## src/pcm_pkg.sv

```systemverilog
// Shared constants and types of the PLL clock control block.
// Assumes one clock, clk, taken as the oscillator clock itself.
package pcm_pkg;

  localparam int unsigned LOCK_OSC_CYCLES = 131072;

  localparam logic [3:0] RATIO_RESET  = 4'h0;
  localparam logic [3:0] RATIO_BYPASS = 4'h0;
  localparam logic [3:0] RATIO_MAX    = 4'hA;

  localparam logic [1:0] POSTDIV_RESET = 2'h0;
  localparam logic [1:0] POSTDIV_DIV2  = 2'h2;
  localparam logic [1:0] POSTDIV_DIV1  = 2'h3;

  localparam logic [2:0] DIV_BY_4 = 3'h4;
  localparam logic [2:0] DIV_BY_2 = 3'h2;
  localparam logic [2:0] DIV_BY_1 = 3'h1;

  localparam logic PWRDN_RESET = 1'b0;

  typedef struct packed {
    logic       pll_power_down_bit;
    logic [1:0] post_divider_select;
  } pcm_status_type;

  typedef enum logic [3:0] {
    PCM_OFF     = 4'h1,
    PCM_BYPASS  = 4'h2,
    PCM_LOCKING = 4'h4,
    PCM_ENABLED = 4'h8
  } pcm_mode_type;

  typedef struct packed {
    pcm_mode_type mode;
    logic [3:0]   multiplier;
    logic [2:0]   divider;
  } pcm_clock_cfg_type;

endpackage
```

## src/pcm_clock_ctrl.sv

```systemverilog
// PLL clock control: ratio and status registers, mode sequencing.
// Assumes clk is the oscillator clock; rst is external pin or watchdog.
// Operation
// - Four-bit ratio field selects core clock multiplier from oscillator.
// - Reset and zero ratio give bypass; PLL stays powered, output unused.
// - Ratio 1 to 10 multiplies then post-divides; 11 to 15 reserved.
// - Divide select 0,1 give /4, 2 gives /2, 3 gives /1 (held at /2 in enabled mode); reset /4.
// - Ratio write forces bypass until lock, then multiplied clock applies.
// - Power-down bit disables PLL; core clock is input through divider.
// - Registers reset only by external reset pin or watchdog reset.
// - Control writes take effect only while protected write gate open.
// - Clock source is crystal oscillator or external clock, oscillator off.
`timescale 1ns/1ps
module pcm_clock_ctrl #(
  parameter int unsigned LOCK_CYCLES = pcm_pkg::LOCK_OSC_CYCLES
) (
  input  wire logic                       clk,
  input  wire logic                       rst,
  input  wire logic                       protected_write_gate,
  input  wire logic                       ratio_write,
  input  wire logic [3:0]                 ratio_wdata,
  input  wire logic                       status_write,
  input  wire pcm_pkg::pcm_status_type    status_wdata,
  input  wire logic                       external_clock_select,
  output logic [3:0]                      pll_ratio_control,
  output pcm_pkg::pcm_status_type         pll_status_reg,
  output logic                            lock_flag,
  output logic                            pll_powered,
  output logic                            internal_osc_enable,
  output pcm_pkg::pcm_clock_cfg_type      core_clock_cfg
);

  function automatic logic [2:0] div_of(input logic [1:0] sel);
    if (sel == pcm_pkg::POSTDIV_DIV1) begin
      div_of = pcm_pkg::DIV_BY_1;
    end else if (sel == pcm_pkg::POSTDIV_DIV2) begin
      div_of = pcm_pkg::DIV_BY_2;
    end else begin
      div_of = pcm_pkg::DIV_BY_4;
    end
  endfunction

  function automatic logic ratio_ok(input logic [3:0] r);
    ratio_ok = r != pcm_pkg::RATIO_BYPASS && r <= pcm_pkg::RATIO_MAX;
  endfunction

  logic                       ext_sync1_reg;
  logic                       ext_sync2_reg;
  logic [3:0]                 ratio_reg;
  logic [3:0]                 ratio_next;
  pcm_pkg::pcm_status_type    status_reg;
  pcm_pkg::pcm_status_type    status_next;
  pcm_pkg::pcm_mode_type      state_reg;
  pcm_pkg::pcm_mode_type      state_next;
  pcm_pkg::pcm_clock_cfg_type cfg_reg;
  pcm_pkg::pcm_clock_cfg_type cfg_next;
  logic                       powered_reg;
  logic                       powered_next;
  logic                       osc_en_reg;
  logic                       osc_en_next;
  logic                       ratio_accept;
  logic                       status_accept;
  logic                       locked;
  logic                       ratio_usable;

  // Register writes
  always_comb begin
    ratio_accept  = ratio_write && protected_write_gate;
    status_accept = status_write && protected_write_gate;
    ratio_next    = ratio_reg;
    status_next   = status_reg;
    if (ratio_accept) begin
      ratio_next = ratio_wdata;
    end
    if (status_accept) begin
      status_next = status_wdata;
    end
  end

  // Only rst touches these: debugger and missing-clock resets stay outside
  always_ff @(posedge clk) begin
    if (rst) begin
      ratio_reg                      <= pcm_pkg::RATIO_RESET;
      status_reg.pll_power_down_bit  <= pcm_pkg::PWRDN_RESET;
      status_reg.post_divider_select <= pcm_pkg::POSTDIV_RESET;
    end else begin
      ratio_reg  <= ratio_next;
      status_reg <= status_next;
    end
  end

  // Power-down or a fresh ratio write throws away any earlier lock
  pcm_lock_counter #(
    .COUNT (LOCK_CYCLES)
  ) u_lock (
    .clk     (clk),
    .rst     (rst),
    .restart (ratio_accept || status_reg.pll_power_down_bit),
    .enable  (!status_reg.pll_power_down_bit),
    .locked  (locked)
  );

  // Reserved ratios are kept in bypass rather than trusted
  assign ratio_usable = ratio_ok(ratio_reg);

  // Mode follows the incoming ratio so a write drops straight to locking
  always_comb begin
    if (status_reg.pll_power_down_bit) begin
      state_next = pcm_pkg::PCM_OFF;
    end else if (!ratio_ok(ratio_next)) begin
      state_next = pcm_pkg::PCM_BYPASS;
    end else if (ratio_accept || !locked) begin
      state_next = pcm_pkg::PCM_LOCKING;
    end else begin
      state_next = pcm_pkg::PCM_ENABLED;
    end
  end

  // Core clock setting and source control
  always_comb begin
    cfg_next.mode       = state_reg;
    cfg_next.multiplier = 4'h0;
    cfg_next.divider    = div_of(status_reg.post_divider_select);
    powered_next        = !status_reg.pll_power_down_bit;
    osc_en_next         = !ext_sync2_reg;
    case (state_reg)
      pcm_pkg::PCM_ENABLED: begin
        cfg_next.multiplier = ratio_reg;
        // Divide by one would skew the duty cycle; hold at two
        if (status_reg.post_divider_select == pcm_pkg::POSTDIV_DIV1) begin
          cfg_next.divider = pcm_pkg::DIV_BY_2;
        end
      end
      default: begin
        cfg_next.multiplier = 4'h0;
      end
    endcase
  end

  always_ff @(posedge clk) begin
    if (rst) begin
      ext_sync1_reg <= 1'b0;
      ext_sync2_reg <= 1'b0;
      state_reg     <= pcm_pkg::PCM_BYPASS;
      cfg_reg       <= {pcm_pkg::PCM_BYPASS, 4'h0, pcm_pkg::DIV_BY_4};
      powered_reg   <= 1'b1;
      osc_en_reg    <= 1'b1;
    end else begin
      ext_sync1_reg <= external_clock_select;
      ext_sync2_reg <= ext_sync1_reg;
      state_reg     <= state_next;
      cfg_reg       <= cfg_next;
      powered_reg   <= powered_next;
      osc_en_reg    <= osc_en_next;
    end
  end

  assign pll_ratio_control   = ratio_reg;
  assign pll_status_reg      = status_reg;
  assign lock_flag           = locked;
  assign pll_powered         = powered_reg;
  assign internal_osc_enable = osc_en_reg;
  assign core_clock_cfg      = cfg_reg;
endmodule

```

## src/pcm_lock_counter.sv

```systemverilog
// Lock settle counter of the PLL clock control block.
// Assumes restart and enable come from logic on clk.
`timescale 1ns/1ps
module pcm_lock_counter #(
  parameter int unsigned COUNT = pcm_pkg::LOCK_OSC_CYCLES
) (
  input  wire logic clk,
  input  wire logic rst,
  input  wire logic restart,
  input  wire logic enable,
  output logic      locked
);
  localparam int CW = $clog2(COUNT + 1);
  localparam logic [CW-1:0] LAST = CW'(COUNT - 1);

  logic [CW-1:0] count_reg;
  logic [CW-1:0] count_next;
  logic          locked_reg;
  logic          locked_next;

  always_comb begin
    count_next  = count_reg;
    locked_next = locked_reg;
    if (restart) begin
      count_next  = '0;
      locked_next = 1'b0;
    end else if (enable && !locked_reg) begin
      count_next = count_reg + CW'(1);
      if (count_reg == LAST) begin
        locked_next = 1'b1;
      end
    end
  end

  always_ff @(posedge clk) begin
    if (rst) begin
      count_reg  <= '0;
      locked_reg <= 1'b0;
    end else begin
      count_reg  <= count_next;
      locked_reg <= locked_next;
    end
  end

  assign locked = locked_reg;
endmodule

```

## config.mk

```make
export PLATFORM = sky130hd
export DESIGN_NAME = pcm_clock_ctrl
export DESIGN_NICKNAME = d
export VERILOG_FILES = /design/src/pcm_pkg.sv /design/src/pcm_clock_ctrl.sv /design/src/pcm_lock_counter.sv
export SDC_FILE = /design/constraint.sdc
export NUM_CORES = 1
export LEC_CHECK = 0
export BUFFER_PORTS_ARGS = -buffer_cell sky130_fd_sc_hd__buf_2
export CAP_MARGIN = 0
export CORE_MARGIN = 8
export CORE_UTILIZATION = 45
export CTS_CLUSTER_DIAMETER = 30
export DETAILED_ROUTE_END_ITERATION = 7
export GPL_TIMING_DRIVEN = 0
export PLACE_DENSITY = 0.67
export SLEW_MARGIN = 15
export SYNTH_ARGS = -nofsm -noshare
export SYNTH_HDL_FRONTEND = slang
export SYNTH_SLANG_ARGS = --single-unit
```

## constraint.sdc

```tcl
create_clock -name clk -period 2 [get_ports clk]
set_clock_uncertainty 0.2 [all_clocks]
set_input_delay 0.4 -clock clk [delete_from_list [all_inputs] [get_ports clk]]
set_output_delay 0.4 -clock clk [all_outputs]
set_load 0.02 [all_outputs]
```

---- Word-level counts from Yosys, hierarchy flattened ----
Index checks and enable logic that the tools add are counted.
word-level totals
  output and inout bits ................... 21
  register bits after elaboration ......... 45
  logic and storage cells ................. 44
operators by class
  eq/ne operators ......................... 4
  bitwise logic cells ..................... 2
  order comparisons ....................... 1
  multiplexer cells ....................... 8
  add/subtract/negate cells ............... 1
  reductions and logical operators ........ 14
operators with widths
  operator               count
  $add 18x1->18 const B  1
  $eq 18x17->1 const B   1
  $mux 3                 4
  $mux 4                 2
  $eq 2x2->1 const B     2
  $eq 4x4->1 const B     1
  $le 4x4->1 const B     1
  $logic_and 1x1->1      4
  $mux 2                 2
  $reduce_bool 4->1      1
  $reduce_or 2->1        2
  $logic_not 1->1        3
  $reduce_or 3->1        1
  $logic_or 1x1->1       2
  $not 1->1              2
  $reduce_and 2->1       1

---- Depth between registers and ports, before layout ----
  depth in word-level cells ............... 6
  gate-level depth with buffers ........... 6

---- By module ----
From an unflattened synthesis, not the netlist that was laid out.
second synthesis, totals
  cell total of the unflattened synthesis .. 183
  area total of the unflattened synthesis .. 1790.5 sq um
by module, submodules not included
  module            instances  cells each  area an instance (sq um)  sequential area each (sq um)
  pcm_lock_counter  1          99          908.4                     380.4
  pcm_clock_ctrl    1          84          882.1                     520.5

---- Least setup slack after synthesis ----
Ideal clock, no wire load.
  path kind ............................... register to register
  start point ............................. register u_lock.locked_reg (netlist: u_lock.locked)
  end point ............................... register u_lock.count_reg[13]
  arrival ................................. 1.536 ns
  setup time .............................. 0.116 ns
  cell stages (with the launch flop) ...... 5
  setup slack ............................. 0.148 ns
  period minus slack after synthesis ...... 1.852 ns
  path through ............................ dfxtp_1 or3b_4 nor4_4 a31oi_1 a41o_1
on the way
  word-level cells in the longest chain between the ends .. 2
ends and longest elaborated chain
  element                 line                    RTL
  start, declared         pcm_lock_counter.sv:18  logic locked_reg;
  start signal, assigned  pcm_lock_counter.sv:41  locked_reg <= locked_next;
  $logic_not 1->1         pcm_lock_counter.sv:27  end else if (enable && !locked_reg) begin
  $logic_and 1x1->1       pcm_lock_counter.sv:27
  end signal, assigned    pcm_lock_counter.sv:40  count_reg <= count_next;
  end, declared           pcm_lock_counter.sv:16  logic [CW-1:0] count_reg;
No other way between the ends.
A chain may end at the register's enable or synchronous reset.

---- Worst setup path in the final report ----
  start point ............................. register u_lock.count_reg[0]
  end point ............................... register u_lock.count_reg[12]
on the way
  word-level cells in the longest chain between the ends .. 1
ends and longest elaborated chain
  element        line                    RTL
  $add 18x1->18  pcm_lock_counter.sv:28  count_next = count_reg + CW'(1);
No other way between the ends.

==> summary by stage <==
Global routing
The via count of the first global-routing pass is 1228. Summed over all layers, the global routing overflow is 0. The most heavily used metal layer in global routing is met2. The first global-routing pass estimated 5660 um of wire. The total track usage is 0.112. The initial antenna violation count is 0. For met3 alone, demand over resource in global routing was 0.0490.

The met1 usage is 0.133. The largest net degree at the start of global routing is 15. The met2 demand-to-capacity share in global routing is 0.179.

Detailed routing
The number of nets with antenna violations after routing is 0. Using the TritonRoute via totals, the vias-per-cell ratio works out to 5.00. The remaining design rule violation count is 0.

Summed over all layers, the routed wires come to 3360 um. The violation count after the first detailed-routing iteration is 109. The detailed router placed 1365 vias in this run. The number of optimization iterations in the first detailed-route pass is 4. In the final routed layout, each cell accounts on average for 12.3 um.

STA
The headroom to the max-slew limit is 0.572. The worst-case setup margin in the final layout is 0.103 ns. After layout, the minimum clock period comes to 1.90 ns. Based on the critical path, the design can be clocked at up to 527 MHz. Setup violations remaining at the end of the flow were counted as 0.

The transition time of the tightest slew-check pin is 0.638 ns. The final count of hold timing violations was 0. Setup repair after global routing could not meet its margin everywhere. The total count of max-transition violations in the final report is 0. The fraction of the cycle the final worst path needs is 0.948.

Placed design
The congestion estimate from routability-driven global placement came to 0.735. The post-detailed-placement half-perimeter wirelength is 2500 um. The count of buffers added on input and output ports is 32. The worst setup slack after placement is -0.0681 ns. Including well taps, the total number of placed cells is 266.

Yosys
The number of unique standard cell types used by synthesis is 40. Of all flip-flops after synthesis, the portion carrying an async set or reset was 0. Of the post-synthesis cell area, the part taken by muxes is 0.0293. The post-synthesis compound-gate area fraction is 0.0672. Yosys attributes the largest share of cell area to sky130_fd_sc_hd__dfxtp_1 (51%), sky130_fd_sc_hd__nor2_1 (5.4%), sky130_fd_sc_hd__nand2_1 (4.5%). For this run, the number of Yosys warnings is 0. For this run, the register share of the synthesized area comes to 0.515. The number of synthesized flops with an enable pin is 0. The total nets after synthesis is 200. A synthesized cell averages 9.41 um2. The flip-flop cell with the highest count after synthesis is sky130_fd_sc_hd__dfxtp_1. The xor/xnor share of the synthesized area is 0.0650. Synthesis inferred 45 register bits. The synthesized-area fraction occupied by adder cells is 0.00715. The dominant combinational cell family by area after synthesis is simple AND/OR/NAND/NOR gates. Of the total synthesized cell area, the portion taken by AND, OR, NAND and NOR gates is 0.283. After synthesis the cells add up to 0.00175 mm2. The synthesized netlist cell count is 186. The cell taking the most area after synthesis is sky130_fd_sc_hd__dfxtp_1.

By count the netlist is led by sky130_fd_sc_hd__dfxtp_1 (45), sky130_fd_sc_hd__nor2_1 (25), sky130_fd_sc_hd__nand2_1 (21). Among all cell types in the netlist, the one instantiated most often is sky130_fd_sc_hd__dfxtp_1. The area share of the leading cell type in the synthesized netlist is 0.515.

Layout
The filler cells instantiated in the layout total 331. The number of flip-flops in the largest register is 18. The number of antenna repair diodes is 0. The net count of the finished layout is 238.

The share of final-layout standard cells stronger than drive strength 1 is 0.222. The area added between synthesis and finish is 19.2%. The count of cells in the finished layout, fillers not included, comes to 273. At the end of the flow the core is filled with cells to 0.565.

Critical path
Among cell families on the critical path, the largest total delay comes from simple AND/OR/NAND/NOR gates. The signal on the critical path passes through ha_1, and4bb_2, or4b_1, xor2_1, nor2_1. The highest net fanout along the worst path is 8. On the worst path, the slowest cell contributes a delay of 0.48 ns.

STA classifies the critical path startpoint as a register. STA classifies the critical path endpoint as a register. STA puts the critical path data arrival time at 1.86 ns. The critical path is of the register to register type. Together, buffers and inverters on the worst path number 0. The slowest library cell on the worst path is sky130_fd_sc_hd__or4b_1. The data required time at the worst endpoint is 1.96 ns.

Power
The leakage power figure is 0.870 nW. The design internal power is 1.37 mW. Of the total power, registers draw 0.532.

Dividing total power by cell area gives a power density of 839 mW/mm2. The switching share of power is 0.216. The share of total power in combinational logic is 0.070. The net load switching power is 378 uW. The worst-case IR drop observed on VDD is 0.423 mV. Of the total power, the clock network draws 0.398.

Clock tree
For the worst-skew pair, the clock arrives at the later sink with an insertion delay of 0.29 ns. TritonCTS built the clock tree. The hold buffer count at CTS is 0. Counting every sink on the clock net gives 45. The longest clock path from root to sink contains 2 buffers. In this run the number of H-tree levels came out at 2.

The TritonCTS buffer count is 5. The master cell of the clock root buffer is sky130_fd_sc_hd__clkbuf_8. The CTS clock-pin slew for the worst setup and hold paths is 0.08 ns.

Floorplan
The initial core utilization is 0.475. The region available for standard cell placement spans 0.00369 mm2. The die is 78.4 um tall. The overall die area is 0.00614 mm2. The x dimension of the die is 78.4 um. The top-level port count is 34. Row generation in the floorplan step produced 22 rows.

Hold path
The worst hold path class is input pin to register.

Run status
The flow ran to the end, and the final reports show no timing, DRC or antenna violations.

Job
Across the run, the number of max-cap violations was 0.
[cell families (layout without fill, tap and decap cells)]
logic type      after synthesis  after routing
xor+xnor                     13             13
fa+ha+maj                     1              1
flops                        45             45
simple gates                 91             91
compound gates               19             19
buf+inv                      12             51
mux                           5              5
[layout make-up]
| type | instances | area, um2 | share of cell area |
|---|---|---|---|
| well taps | 48 | 60.1 | 0.0288 |
| plain buffers | 6 | 35.0 | 0.0168 |
| inverters | 5 | 18.8 | 0.00900 |
| clock inverters | 2 | 37.5 | 0.0180 |
| multi-input cells | 129 | 791 | 0.379 |
| clock buffers | 6 | 82.6 | 0.0396 |
| repair buffers | 32 | 160 | 0.0768 |
| flip-flops and latches | 45 | 901 | 0.432 |
[placed cells by master, fill, tap and decap left out, drive strengths merged, types with 2 or more instances in the layout]
cell / Yosys / final
buf: 4 / 36
nor3: 4 / 4
nor4: 3 / 3
clkbuf: 3 / 8
nor2: 25 / 25
a31oi: 2 / 2
nand3: 8 / 8
nand2: 21 / 21
nor2b: 6 / 6
nand4: 7 / 7
nor4b: 3 / 3
a21oi: 10 / 10
and2: 5 / 5
dfxtp: 45 / 45
xnor2: 7 / 7
mux2i: 4 / 4
inv: 5 / 5
xor2: 6 / 6
nand2b: 3 / 3
[path summary, 6_finish.rpt]
path              slack (ns)                        startpoint                                end  cells after the start
hold / removal          0.17                   status_wdata[1]     pll_status_reg[1]$_SDFFE_PP0P_                      3
hold reg to reg         0.18          ext_sync2_reg$_SDFF_PP0_     internal_osc_enable$_SDFF_PP1_                      1
setup / recovery        0.10  u_lock.count_reg[0]$_SDFFE_PP0P_  u_lock.count_reg[12]$_SDFFE_PP0P_                      5
setup reg to reg        0.10  u_lock.count_reg[0]$_SDFFE_PP0P_  u_lock.count_reg[12]$_SDFFE_PP0P_                      5
[stage by stage]
| stage | hold slack [ns] | TNS (ns) | instance area [um2] | total power, mW |
|---|---|---|---|---|
| 6_report | 0.167 | 0 | 2090 | 1.75 |
| 5_1_grt | 0.174 | -0.00235 | 2090 | 1.82 |
| 4_1_cts | 0.163 | 0 | 2090 | 1.77 |
| 3_5_place_dp | 0.165 | -0.604 | 1970 | 1.08 |
| 3_3_place_gp | 0.159 | -0.780 | 1970 | 1.07 |
| 2_1_floorplan | 0.156 | 0 | 1750 | 1.03 |
[power groups by stage]
| stage | combinational [mW] | sequential [mW] | clock, mW |
|---|---|---|---|
| floorplan | 0.0670 | 0.964 | 0 |
| global placement | 0.123 | 0.952 | 0 |
| detailed placement | 0.123 | 0.953 | 0 |
| CTS | 0.124 | 0.932 | 0.718 |
| global route | 0.135 | 0.935 | 0.748 |
| finish | 0.122 | 0.931 | 0.697 |
[what timing repair did]
| item | in CTS | in global routing |
|---|---|---|
| endpoints found under the setup margin | 0 | 3 |
| buffers inserted | 0 | 0 |
| gates resized for setup | 0 | 0 |
[per-layer routing]
metal,wire length [um],share of wire,up-vias
met4,20,0.0059,0
met2,1510,0.45,32
met1,1560,0.46,622
met3,270,0.080,2
met5,0,0,-
li1,-,-,709
[worst register-to-register path, cell delays in order, from the launching register on]
cell and delay [ns]:
sky130_fd_sc_hd__dfxtp_1 0.38, sky130_fd_sc_hd__ha_1 0.18, sky130_fd_sc_hd__and4bb_2 0.34, sky130_fd_sc_hd__or4b_1 0.48, sky130_fd_sc_hd__xor2_1 0.15, sky130_fd_sc_hd__nor2_1 0.05
(Power assumes the default switching activity.)
